===== src/irqpap_pkg.sv =====
// constants and carrier types of the pending, active and priority block
package irqpap_pkg;

   // ****************************************************
   // geometry
   // ****************************************************
   localparam int NUM_IRQ   = 64;
   localparam int ADDR_W    = 12;
   localparam int DATA_W    = 32;
   localparam int STRB_W    = 4;
   localparam int PRIO_W    = 4;
   localparam int PRIO_WRDS = 16;
   localparam int EVT_W     = 2;

   // ****************************************************
   // register offsets (byte addresses from irq_ctrl_base)
   // ****************************************************
   localparam logic [11:0] OFS_PEND_SET_LO = 12'h100;
   localparam logic [11:0] OFS_PEND_SET_HI = 12'h104;
   localparam logic [11:0] OFS_PEND_CLR_LO = 12'h180;
   localparam logic [11:0] OFS_PEND_CLR_HI = 12'h184;
   localparam logic [11:0] OFS_ACT_LO      = 12'h200;
   localparam logic [11:0] OFS_ACT_HI      = 12'h204;
   localparam logic [11:0] OFS_PRIO_FIRST  = 12'h300;
   localparam logic [11:0] OFS_PRIO_LAST   = 12'h33c;
   localparam logic [11:0] OFS_EVT_STAT    = 12'h400;
   localparam logic [11:0] OFS_EVT_MASK    = 12'h404;

   // ****************************************************
   // fields and reset values
   // ****************************************************
   localparam logic [31:0] PRIO_MASK = 32'hf0f0f0f0;
   localparam int PRIO_LANE0_LSB = 4;
   localparam int PRIO_LANE_STEP = 8;
   localparam int EVT_PEND_BIT   = 0;
   localparam int EVT_ACT_BIT    = 1;
   localparam logic [31:0] RST_WORD = 32'h00000000;
   localparam logic [1:0] RESP_OKAY   = 2'h0;
   localparam logic [1:0] RESP_SLVERR = 2'h2;

   typedef struct packed {
      logic [11:0] addr;
      logic [31:0] data;
      logic [3:0]  strb;
   } irqpap_wr_t;

   typedef struct packed {
      logic [31:0] data;
      logic [1:0]  resp;
   } irqpap_rd_t;

endpackage


===== src/irqpap_top.sv =====
// pending clear, active flags and priority registers over axi4-lite
`timescale 1ns/10ps

// Contract
// - writing one to a pending-clear bit removes that line's pending state
// - writing zero to a pending-clear bit leaves that line unchanged
// - reading pending-clear word returns the current pending status
// - active-flag words show one bit per line, one when active
// - each line holds four-bit priority, zero most urgent, fifteen least
// - priority word packs lines 4n..4n+3 at bits 7:4,15:12,23:20,31:28
// - pending-clear, active and priority words read zero after reset
// - active flags for 64 lines sit at offsets 0x200 and 0x204
// - writing one to a pending-set bit makes that line pending
module irqpap_top
   import irqpap_pkg::*;
(
   input  wire logic               aclk,
   input  wire logic               aresetn,
   input  wire logic [ADDR_W-1:0]  s_axi_awaddr,
   input  wire logic [2:0]         s_axi_awprot,
   input  wire logic               s_axi_awvalid,
   output logic                    s_axi_awready,
   input  wire logic [DATA_W-1:0]  s_axi_wdata,
   input  wire logic [STRB_W-1:0]  s_axi_wstrb,
   input  wire logic               s_axi_wvalid,
   output logic                    s_axi_wready,
   output logic [1:0]              s_axi_bresp,
   output logic                    s_axi_bvalid,
   input  wire logic               s_axi_bready,
   input  wire logic [ADDR_W-1:0]  s_axi_araddr,
   input  wire logic [2:0]         s_axi_arprot,
   input  wire logic               s_axi_arvalid,
   output logic                    s_axi_arready,
   output logic [DATA_W-1:0]       s_axi_rdata,
   output logic [1:0]              s_axi_rresp,
   output logic                    s_axi_rvalid,
   input  wire logic               s_axi_rready,
   input  wire logic [NUM_IRQ-1:0] irq_line_req,
   input  wire logic [NUM_IRQ-1:0] active_set,
   input  wire logic [NUM_IRQ-1:0] active_clr,
   output logic [NUM_IRQ-1:0]      pending_o,
   output logic [NUM_IRQ-1:0]      active_o,
   output logic [NUM_IRQ*PRIO_W-1:0] prio_o,
   output logic                    irq_o
);

   // ****************************************************
   // helpers
   // ****************************************************
   function automatic logic is_mapped(input logic [ADDR_W-1:0] a);
      logic m;
      m = (a == OFS_PEND_SET_LO) || (a == OFS_PEND_SET_HI) ||
          (a == OFS_PEND_CLR_LO) || (a == OFS_PEND_CLR_HI) ||
          (a == OFS_ACT_LO)      || (a == OFS_ACT_HI)      ||
          (a == OFS_EVT_STAT)    || (a == OFS_EVT_MASK)    ||
          ((a >= OFS_PRIO_FIRST) && (a <= OFS_PRIO_LAST) &&
           (a[1:0] == 2'h0));
      return m;
   endfunction

   function automatic logic [DATA_W-1:0] strb_mask(
      input logic [STRB_W-1:0] s);
      logic [DATA_W-1:0] m;
      m = '0;
      for (int b = 0; b < STRB_W; b++) begin
         m[b*8 +: 8] = {8{s[b]}};
      end
      return m;
   endfunction

   // ****************************************************
   // state
   // ****************************************************
   logic                   aw_held_q, aw_held_d;
   logic                   w_held_q, w_held_d;
   irqpap_wr_t             wr_q, wr_d;
   logic                   awready_q, awready_d;
   logic                   wready_q, wready_d;
   logic                   bvalid_q, bvalid_d;
   logic [1:0]             bresp_q, bresp_d;
   logic                   arready_q, arready_d;
   logic                   rvalid_q, rvalid_d;
   irqpap_rd_t             rd_q, rd_d;

   logic [NUM_IRQ-1:0]     pend_q, pend_d;
   logic [NUM_IRQ-1:0]     act_q, act_d;
   logic [DATA_W-1:0]      prio_q [PRIO_WRDS];
   logic [DATA_W-1:0]      prio_d [PRIO_WRDS];
   logic [EVT_W-1:0]       stat_q, stat_d;
   logic [EVT_W-1:0]       mask_q, mask_d;
   logic                   irq_q, irq_d;

   logic                   do_wr;
   logic [DATA_W-1:0]      wmask;
   logic [DATA_W-1:0]      wbits;
   logic [NUM_IRQ-1:0]     sw_set;
   logic [NUM_IRQ-1:0]     sw_clr;
   logic [EVT_W-1:0]       stat_w1c;
   logic [EVT_W-1:0]       evt;
   logic [3:0]             prio_idx;

   // ****************************************************
   // write channel
   // ****************************************************
   // address and data are taken independently, in any order;
   // the write is applied once both are held and no response waits
   assign do_wr = aw_held_q && w_held_q && !bvalid_q;

   always_comb begin
      aw_held_d = aw_held_q;
      w_held_d  = w_held_q;
      wr_d      = wr_q;
      bvalid_d  = bvalid_q;
      bresp_d   = bresp_q;
      if (s_axi_awvalid && awready_q) begin
         aw_held_d   = 1'b1;
         wr_d.addr   = s_axi_awaddr;
      end
      if (s_axi_wvalid && wready_q) begin
         w_held_d    = 1'b1;
         wr_d.data   = s_axi_wdata;
         wr_d.strb   = s_axi_wstrb;
      end
      if (do_wr) begin
         aw_held_d = 1'b0;
         w_held_d  = 1'b0;
         bvalid_d  = 1'b1;
         bresp_d   = is_mapped(wr_q.addr) ? RESP_OKAY : RESP_SLVERR;
      end else if (bvalid_q && s_axi_bready) begin
         bvalid_d  = 1'b0;
      end
      // readies are flops, so look one cycle ahead
      awready_d = !aw_held_d && !bvalid_d;
      wready_d  = !w_held_d && !bvalid_d;
   end

   always_ff @(posedge aclk) begin
      if (!aresetn) begin
         aw_held_q <= 1'b0;
         w_held_q  <= 1'b0;
         wr_q      <= '0;
         awready_q <= 1'b0;
         wready_q  <= 1'b0;
         bvalid_q  <= 1'b0;
         bresp_q   <= RESP_OKAY;
      end else begin
         aw_held_q <= aw_held_d;
         w_held_q  <= w_held_d;
         wr_q      <= wr_d;
         awready_q <= awready_d;
         wready_q  <= wready_d;
         bvalid_q  <= bvalid_d;
         bresp_q   <= bresp_d;
      end
   end

   // ****************************************************
   // write decode
   // ****************************************************
   assign wmask    = strb_mask(wr_q.strb);
   assign wbits    = wr_q.data & wmask;
   assign prio_idx = wr_q.addr[5:2];

   always_comb begin
      sw_set   = '0;
      sw_clr   = '0;
      stat_w1c = '0;
      mask_d   = mask_q;
      for (int i = 0; i < PRIO_WRDS; i++) begin
         prio_d[i] = prio_q[i];
      end
      if (do_wr) begin
         unique case (wr_q.addr)
            OFS_PEND_SET_LO: begin
               sw_set[31:0] = wbits;
            end
            OFS_PEND_SET_HI: begin
               sw_set[63:32] = wbits;
            end
            OFS_PEND_CLR_LO: begin
               sw_clr[31:0] = wbits;
            end
            OFS_PEND_CLR_HI: begin
               sw_clr[63:32] = wbits;
            end
            OFS_EVT_STAT: begin
               stat_w1c = wbits[EVT_W-1:0];
            end
            OFS_EVT_MASK: begin
               mask_d = (mask_q & ~wmask[EVT_W-1:0]) |
                        wbits[EVT_W-1:0];
            end
            default: begin
               // active words are driven by the core only
               if (is_mapped(wr_q.addr) &&
                   (wr_q.addr >= OFS_PRIO_FIRST)) begin
                  prio_d[prio_idx] = ((prio_q[prio_idx] & ~wmask) |
                                      wbits) & PRIO_MASK;
               end
            end
         endcase
      end
   end

   // ****************************************************
   // pending, active, events
   // ****************************************************
   always_comb begin
      // a set in the same cycle as a clear wins
      pend_d = (pend_q & ~sw_clr) | sw_set | irq_line_req;
      act_d  = (act_q & ~active_clr) | active_set;
      evt[EVT_PEND_BIT] = |(pend_d & ~pend_q);
      evt[EVT_ACT_BIT]  = |(act_d & ~act_q);
      stat_d = (stat_q & ~stat_w1c) | evt;
      irq_d  = |(stat_d & mask_d);
   end

   always_ff @(posedge aclk) begin
      if (!aresetn) begin
         pend_q <= '0;
         act_q  <= '0;
         stat_q <= '0;
         mask_q <= '0;
         irq_q  <= 1'b0;
         for (int i = 0; i < PRIO_WRDS; i++) begin
            prio_q[i] <= RST_WORD;
         end
      end else begin
         pend_q <= pend_d;
         act_q  <= act_d;
         stat_q <= stat_d;
         mask_q <= mask_d;
         irq_q  <= irq_d;
         for (int i = 0; i < PRIO_WRDS; i++) begin
            prio_q[i] <= prio_d[i];
         end
      end
   end

   // ****************************************************
   // read channel
   // ****************************************************
   always_comb begin
      // idle with no answer waiting means ready, also just after reset
      arready_d = arready_q || !rvalid_q;
      rvalid_d  = rvalid_q;
      rd_d      = rd_q;
      if (s_axi_arvalid && arready_q) begin
         arready_d = 1'b0;
         rvalid_d  = 1'b1;
         rd_d.data = '0;
         rd_d.resp = is_mapped(s_axi_araddr) ? RESP_OKAY : RESP_SLVERR;
         unique case (s_axi_araddr)
            OFS_PEND_SET_LO, OFS_PEND_CLR_LO: begin
               rd_d.data = pend_q[31:0];
            end
            OFS_PEND_SET_HI, OFS_PEND_CLR_HI: begin
               rd_d.data = pend_q[63:32];
            end
            OFS_ACT_LO: begin
               rd_d.data = act_q[31:0];
            end
            OFS_ACT_HI: begin
               rd_d.data = act_q[63:32];
            end
            OFS_EVT_STAT: begin
               rd_d.data[EVT_W-1:0] = stat_q;
            end
            OFS_EVT_MASK: begin
               rd_d.data[EVT_W-1:0] = mask_q;
            end
            default: begin
               if (is_mapped(s_axi_araddr) &&
                   (s_axi_araddr >= OFS_PRIO_FIRST)) begin
                  rd_d.data = prio_q[s_axi_araddr[5:2]];
               end
            end
         endcase
      end else if (rvalid_q && s_axi_rready) begin
         rvalid_d  = 1'b0;
         arready_d = 1'b1;
      end
   end

   always_ff @(posedge aclk) begin
      if (!aresetn) begin
         arready_q <= 1'b0;
         rvalid_q  <= 1'b0;
         rd_q      <= '0;
      end else begin
         arready_q <= arready_d;
         rvalid_q  <= rvalid_d;
         rd_q      <= rd_d;
      end
   end

   // ****************************************************
   // outputs
   // ****************************************************
   // one nibble per line, zero most urgent
   always_comb begin
      for (int i = 0; i < NUM_IRQ; i++) begin
         prio_o[i*PRIO_W +: PRIO_W] =
            prio_q[i/4][PRIO_LANE0_LSB + PRIO_LANE_STEP*(i%4) +: PRIO_W];
      end
   end

   assign s_axi_awready = awready_q;
   assign s_axi_wready  = wready_q;
   assign s_axi_bvalid  = bvalid_q;
   assign s_axi_bresp   = bresp_q;
   assign s_axi_arready = arready_q;
   assign s_axi_rvalid  = rvalid_q;
   assign s_axi_rdata   = rd_q.data;
   assign s_axi_rresp   = rd_q.resp;
   assign pending_o     = pend_q;
   assign active_o      = act_q;
   assign irq_o         = irq_q;

endmodule // irqpap_top


===== config.mk =====
export PLATFORM = sky130hd
export DESIGN_NAME = irqpap_top
export DESIGN_NICKNAME = d
export VERILOG_FILES = /design/src/irqpap_pkg.sv /design/src/irqpap_top.sv
export SDC_FILE = /design/constraint.sdc
export NUM_CORES = 1
export LEC_CHECK = 0
export BUFFER_PORTS_ARGS = -buffer_cell sky130_fd_sc_hd__clkbuf_2
export CAP_MARGIN = 10
export CELL_PAD_IN_SITES_DETAIL_PLACEMENT = 0
export CELL_PAD_IN_SITES_GLOBAL_PLACEMENT = 2
export CORE_ASPECT_RATIO = 1.75
export CORE_MARGIN = 5
export CORE_UTILIZATION = 34
export DETAILED_ROUTE_END_ITERATION = 10
export GPL_TIMING_DRIVEN = 0
export PLACE_DENSITY_LB_ADDON = 0.1
export SYNTH_ARGS = -nofsm -noshare
export SYNTH_HDL_FRONTEND = slang
export SYNTH_SLANG_ARGS = --single-unit
export TNS_END_PERCENT = 10

===== constraint.sdc =====
create_clock -name aclk -period 3.85 [get_ports aclk]
set_clock_uncertainty 0.2 [all_clocks]
set_input_delay 0.5775 -clock aclk [delete_from_list [all_inputs] [get_ports aclk]]
set_output_delay 0.5775 -clock aclk [all_outputs]
set_load 0.01 [all_outputs]

# Word-level counts from Yosys, hierarchy flattened
# Memory sizes are Yosys's and may differ from the RTL's. A register that Yosys moved wholly into a read port is not among the register bits.
# Cells that the tools add are included.
[classes] mux=50 eq_ne=16 n_reduce_logical=49 order_cmp=6 bitwise_logic=40
[ops] operator="512-bit two-way mux" count=3
[ops] operator="32-bit two-way mux" count=22
[ops] operator="512-bit bitwise mux" count=1
[ops] operator="64-bit AND" count=4
[ops] operator="64-bit inverter" count=4
[ops] operator="64-bit bitwise OR" count=3
[ops] operator="30-bit one-hot mux with 5 select lines" count=1
[ops] operator="32-bit demux with 4-bit select" count=1
[ops] operator="64-bit two-way mux" count=2
[ops] operator="64-bit OR reduction" count=2
[ops] operator="12-bit by 9-bit equality test with 1-bit output, second input constant" count=8
[ops] operator="32-bit AND" count=2
[ops] operator="12-bit by 10-bit equality test with 1-bit output, second input constant" count=4
[ops] operator="12-bit by 11-bit equality test with 1-bit output, second input constant" count=4
[ops] operator="32-bit inverter" count=1
[ops] operator="32-bit bitwise OR" count=1
[ops] operator="12-bit by 10-bit greater-or-equal comparator with 1-bit output, second input constant" count=2
[ops] operator="12-bit by 10-bit less-or-equal comparator with 1-bit output, second input constant" count=2
[ops] operator="1-bit logical OR" count=17
[ops] operator="1-bit logical AND" count=16
[ops] operator="1-bit bitwise OR" count=16
[ops] operator="2-bit two-way mux" count=6
[ops] operator="2-bit one-hot mux with 6 select lines" count=1
[ops] operator="1-bit two-way mux" count=11
[ops] operator="other kinds (13)" count=27
[totals] ramBits=512 output_inout_bits=426 wordCells=180 n_memories=1 inputBits=265 ff_bits=224
[mem_list] memory="prio_q" words=16 word_bits=32 rd=18 rd_clocked_by_memory_dff=1 write_ports=16 line_no="irqpap_top.sv:87" text="logic [DATA_W-1:0] prio_q [PRIO_WRDS];"

# Depth between registers and ports, before layout
# Gate-level depths: netlist of run 1.
[logic_depth] ltp_word=14 mapped_depth=8 ltp_nobuf=6

# Least setup slack after synthesis of run 1
# Ideal clock, no wire load.
[synth_path] kind="in2reg" start="in s_axi_araddr[2]" end="reg rd_q, in the netlist s_axi_rdata[9]" arrival_time_ns=2.394 setup_slack_ns=1.130 path_buffers=4 required_ns=3.524 setup_ns=0.126 path_stages=7 cell_sequence="buf_2 buf_2 buf_2 clkbuf_1 mux2_2 a222oi_1 o21ai_1"
[synth_via] elab_chain_cells=12 elab_cells_between_ends=27 classes_between="order compare: 2; eq/ne: 8; mux: 2; reduce/logical: 14; memory: 1"
[synth_rtl] item="start: declaration" line_no="irqpap_top.sv:30" text="input wire logic [ADDR_W-1:0] s_axi_araddr,"
[synth_rtl] item="branches (longest 11 deep; another with 12-bit by 10-bit greater-or-equal comparator with 1-bit output)"
[synth_rtl] item="30-bit one-hot mux with 5 select lines (*)" line_no="irqpap_top.sv:253" text="unique case (s_axi_araddr)"
[synth_rtl] item="end signal: assignment" line_no="irqpap_top.sv:293" text="rd_q <= rd_d;"
[synth_rtl] item="end: declaration" line_no="irqpap_top.sv:83" text="irqpap_rd_t rd_q, rd_d;"
# Every way passes the cells marked *.
# A chain may end at the register's enable or synchronous reset.

==> metrics.txt, run 1 <==
status finished, final reports clean; Synth Area in Compound Gates 20.2%; Post-CTS Setup Bufs 0; Initial Util 34.4%; TNS Setup 0 ps; DRC 0; RSZ-0062 raised after global routing false; Finished Core Util 45.0%; worst hold path class input port to flip-flop; CP endpoint kind flip-flop; Max Cap Viol 0; met2 wire len 74,600 um; Fin. Hold Viols 0; vias in the first global route 25,700; via count between 20,000 and 30,000; post-route minimum period 3780 ps; Detailed Route WL 150,000 um; Post-synth EDFFs 0; GPL Wtd Cong between 1 and 1.5; pre-CTS setup slack -349 ps; clock-pin slew on the worst setup and hold paths around 70 ps; metal3 WL 10,100 um; Core Region a little under 70,000 um^2; setup ws final 66.9 ps; Synth Area in Simple Gates 14.9%; Crit Path Class flip-flop to flip-flop; Final ANT Viol Nets 0; detailed-route wire length per cell 35.0 um; Top Layer Used met5; mux cell area share after synthesis 18.2%; #FFs+latches synth 482; fin crit share a little over nine tenths; xor and xnor area share after synthesis 0%; initial antenna violation count 7; CTS tree built; largest net degree at the start of global routing 15; layout cells sized above 1 31.3%; first-pass GRT wire length 203,000 um; final setup vio count 0; Seq/Total Area, Yosys 40.9%; Post-Synthesis Cell Area approximately 24,000 um^2; Die Wd 209 um; main combinational cell family by area after synthesis compound AO/OA/AOI/OAI gates; post-synthesis cell count 2,486; WL met1 49,900 um; Lkg Pwr 12.1 nW; area delta synth->final 31.0%; Pre-Repair DR Iteration Count 6; CP Launch Type flip-flop; Slew Viols, Final 0; Post-synth top flop dfxtp_1; f_max 264 MHz; root buf cell clkbuf_16; number of cell rows roughly 130; adder-cell share of the synthesized area 0%; maximum vdd drop 0.310 mV; CTS Buf Count 49; Worst-Margin Slew 1310 ps; I/O pin total 691; CTS max path bufs 3; worst-path maximum fanout 10; Clock Sink Count 482; Congestion Overflow GR 0; Worst slew margin 12.9%; die footprint 75,000 um^2; gr usage total a little under two fifths; Final nets 3,584; PortBufs 679; Ys Warns 0; post-synth cell types 71; HPWL Detailed 124,000 um; Mapped Avg Cell Area roughly 9.5 um^2; Die Span Y 359 um; Detailed Route Iter0 Violations 2,333; vias per cell approximately 5.9; ys async rst share 0%; CP arrival just over 4000 ps; Power Dens Cells 393 nW/um^2; WP data required 4120 ps; htree depth 2; Skew-Pair Late Insertion Delay approximately 620 ps
## layer usage
metal  track usage, %  vias to the layer above
li1                 -                    10900
met1             39.6                    12500
met3             7.57                      379
met4             29.4                        4
met5                0                        -
met2             67.1                     1404
## per-stage QoR
stage	cells	total power [W]	hold WS (ps)	area, um^2
2_1_floorplan	2487	0.00597	249	23600
3_3_place_gp	4069	0.00673	239	28100
3_5_place_dp	4069	0.00674	245	28100
4_1_cts	4262	0.0122	0.365	30900
5_1_grt	4263	0.0124	19.0	30900
6_report	4269	0.0122	8.52	30900
## kinds of logic after synthesis
kind of cell,after synthesis
compound gates,722
buf+inv,308
mux,209
flops,482
simple gates,764
other cells,1
## cell usage after synthesis (31+ instances only)
cell       count  area, um^2
dfxtp_1      482        9650
nand2b_1     110         688
clkbuf_1     112         420
inv_1         98         368
buf_2         54         270
o21ai_0       89         445
mux4_2       160        3600
nand2_1      187         702
a21oi_1      203        1020
a31oi_1       38         238
a211oi_1     255        1910
o2111ai_1     31         272
nor2_1       355        1330
## layout by cell type, fill, tap and decap left out, drive strengths merged, types with 31 or more instances in the layout
cell type,n
a211oi,255
a21oi,203
a31oi,38
buf,95
clkbuf,861
dfxtp,482
dlygate4sd3,102
inv,99
mux2i,32
mux4,160
nand2,187
nand2b,110
nor2,355
o2111ai,31
o21ai,105
## report_power, final
part | leakage (nW) | total [W] | switching, W | internal, W
Sequential | 3.93 | 0.00539 | 0.000268 | 0.00512
Clock | 0.853 | 0.00543 | 0.00232 | 0.00311
Combinational | 7.28 | 0.00135 | 0.000832 | 0.000518
## final cells by class
class / count / area [um^2]
tap: 903 / 1130
fill: 7003 / 37700
buffer: 208 / 996
inverter: 100 / 375
clock buffer: 69 / 1410
sequential: 482 / 9650
antenna: 7 / 17.5
clock inverter: 22 / 337
multi-input combinational: 1697 / 12600
timing repair buffer: 781 / 4420
## timing repair
action                                 4_1_cts  5_1_grt
resized for setup                            0        0
hold buffers                               102        0
endpoints found under the hold margin       95        0
## flip-flops by register name, indices dropped and copies added (netlist names), 2 cells and up, named ones only
| name | flops |
|---|---|
| s_axi_rdata | 32 |
| prio_idx | 4 |
| pending_o | 64 |
| wr_q | 40 |
| stat_q | 2 |
| wmask | 4 |
| mask_q | 2 |
| prio_q | 256 |
| active_o | 64 |
## path summary, 6_finish.rpt
path | cells after the start | slack (ps) | to | startpoint
max | 7 | 70 | prio_q[13][12] | flip-flop
min | 3 | 9 | wr_q[5] | s_axi_wdata[1]
max reg2reg | 7 | 70 | prio_q[13][12] | flip-flop
min reg2reg | 2 | 250 | s_axi_rdata[24] | s_axi_rdata[24]
## critical path, stage by stage, from the launching register on
cell and delay [ps]:
dfxtp_1 300, buf_2 310, clkbuf_1 890, mux4_2 600
mux4_2 570, mux2i_4 350, buf_6 270, a211oi_1 110
Note: power is estimated with default switching activity, not from simulation.
==> inputs of run 2 (changes only) <==
--- a/config.mk
+++ b/config.mk
@@ -16,4 +16,5 @@
 export GPL_TIMING_DRIVEN = 0
 export PLACE_DENSITY_LB_ADDON = 0.1
+export SKIP_CTS_REPAIR_TIMING = 1
 export SYNTH_ARGS = -nofsm -noshare
 export SYNTH_HDL_FRONTEND = slang
==> constraint.sdc (replaced) <==
create_clock -name aclk -period 3.85 [get_ports aclk]
set_clock_uncertainty 0.2 [all_clocks]
set_input_delay 0.385 -clock aclk [delete_from_list [all_inputs] [get_ports aclk]]
set_output_delay 0.385 -clock aclk [all_outputs]
set_load 0.01 [all_outputs]
==> run 2 against run 1 <==
  * Sequential cell count is the same
  * Sequential power about the same
  * Clock power barely moved
  * Hold slack improved by 8.0 ps
  * Total power up 1.0%
  * Final cell count rose by 3.3%
  * Critical path depth unchanged
  * Critical path type unchanged
  * Critical endpoint unchanged
  * Largest cell class unchanged
  * Largest power group unchanged
==> metrics.txt, run 2 (synthesis gave the netlist of run 1 again) <==
CP arrival 4030 ps; most common cell after layout, fill and taps aside clkbuf_2; die footprint 75,000 um^2; WP data required approximately 4100 ps; GPL Wtd Cong roughly 1.0; Max Cap Viol 0; Initial Util 34.4%; Crit Path Class flip-flop to flip-flop; Die Wd around 210 um; area delta synth->final 37.1%; Power Dens Cells between 300 and 400 nW/um^2; f_max 265 MHz; Detailed Route WL 151,000 um; switching share of power 28.0%; Buf/Inv on CP 3; Int Power a little under 0.009 W; CP endpoint kind flip-flop; Detailed Route Iter0 Violations 2,216; DRC 0; commonest cells after routing, fill and taps aside 680 x clkbuf_2, 482 x dfxtp_1, 355 x nor2_1; Clock Sink Count between 400 and 500; register area 9650 um^2; Worst-Margin Slew between 1000 and 1500 ps; root buf cell clkbuf_16; Clock power frac 44.1%; Core Region 68,600 um^2; Die Span Y 359 um; fill count 6,872; maximum vdd drop slightly above 0.3 mV; worst hold path class input port to flip-flop; vias in the first global route 25,100; post-route minimum period 3770 ps; multi-input combinational cell area 12,600 um^2; Slew Viols, Final 0; CTS max path bufs 3; Lkg Pwr 12.7 nW; TNS Setup 0 ps; HP Start irq_line_req[4]; Worst slew margin 14.3%; CTS tree built; HPWL Detailed 124,000 um; Flop pwr share a little over two fifths; first-pass GRT wire length 202,000 um; Placed Cells between 4,000 and 5,000; final setup vio count 0; Congestion Overflow GR 0; worst path cell trace buf_2 > clkbuf_1 > mux4_2 > mux4_2 > mux2i_4 > buf_6 > a211oi_1; Fin. Hold Viols 0; Final ANT Viol Nets 0; CP Launch Type flip-flop; fin crit share just under 100%; number of cell rows 127; worst-path maximum fanout 10; largest net degree at the start of global routing 15; CTS Buf Count 49; via count 25,900; clock-pin slew on the worst setup and hold paths 80 ps; Biggest register prio_q; gr usage total between 30% and 40%; Pre-Repair DR Iteration Count 6; Skew-Pair Late Insertion Delay 620 ps; crit-path max cell delay 880 ps; PortBufs 679; RSZ-0062 raised after global routing false; critical path's top delay family multiplexers; Final nets 3,727; layout cells sized above 1 30.0%; Largest register FFs 256; final non-filler cell total roughly 4,400; part of the power in combinational logic 12.1%; NetSw between 0.003 and 0.004 W; status finished, final reports clean; vias per cell 5.88; cell mode on critical path mux4_2; initial antenna violation count 6; I/O pin total between 600 and 700; htree depth 2; Slowest-stage cell, CP clkbuf_1; detailed-route wire length per cell ~34 um
run 2: cell count changes in the layout (fill, tap and decap cells not counted), sizes merged:
| cell | change |
|---|---|
| dlygate4sd3 | +143 |
run 2: tightest hold or removal path, delay by kind of cell:
kind / cells / cell delay [ps]
buf+inv: 1 / 200
compound gates: 2 / 200
run 2: final cells by class:
class | instances | share of cell area (%)
multi-input combinational | 1697 | 38.9
sequential | 482 | 29.8
timing repair buffer | 924 | 18.1
clock buffer | 69 | 4.37
tap | 903 | 3.49
buffer | 208 | 3.08
inverter | 100 | 1.16
clock inverter | 22 | 1.04
antenna | 7 | 0.0541
run 2: power groups by stage:
stage	Combinational, W	Clock, W	Sequential [W]
floorplan	0.000572	0	0.00540
global placement	0.00124	0	0.00549
detailed placement	0.00125	0	0.00549
CTS	0.00125	0.00545	0.00538
global route	0.00156	0.00563	0.00539
finish	0.00149	0.00542	0.00539
run 2: path summary, 6_finish.rpt:
check                                       end  slack (ps)  cells after the start
worst min register to register  s_axi_rdata[24]         250                      2
worst max register to register   prio_q[13][12]          80                      7
worst max-delay path             prio_q[13][12]          80                      7
worst min-delay path               pending_o[4]          20                      3
run 2: through the flow:
step | total power (W) | hold WS, ps | setup slack [ps] | util, % | cell area, um^2
3_3_place_gp | 0.00673 | 239 | -109 | 41.0 | 28100
2_1_floorplan | 0.00597 | 249 | 1320 | - | 23600
4_1_cts | 0.0121 | -239 | 215 | 43.5 | 29900
3_5_place_dp | 0.00674 | 245 | -157 | 41.0 | 28100
5_1_grt | 0.0126 | 48.8 | 72.5 | 47.1 | 32300
6_report | 0.0123 | 16.5 | 82.8 | 47.1 | 32400
run 2: per-layer routing:
| layer | vias to the layer above | track usage, % | part of all wire (%) |
|---|---|---|---|
| met5 | - | 0 | 0.032 |
| met4 | 6 | 28.2 | 9.7 |
| met1 | 12900 | 39.2 | 33 |
| li1 | 11200 | - | - |
| met2 | 1482 | 67.4 | 50 |
| met3 | 384 | 7.94 | 6.8 |
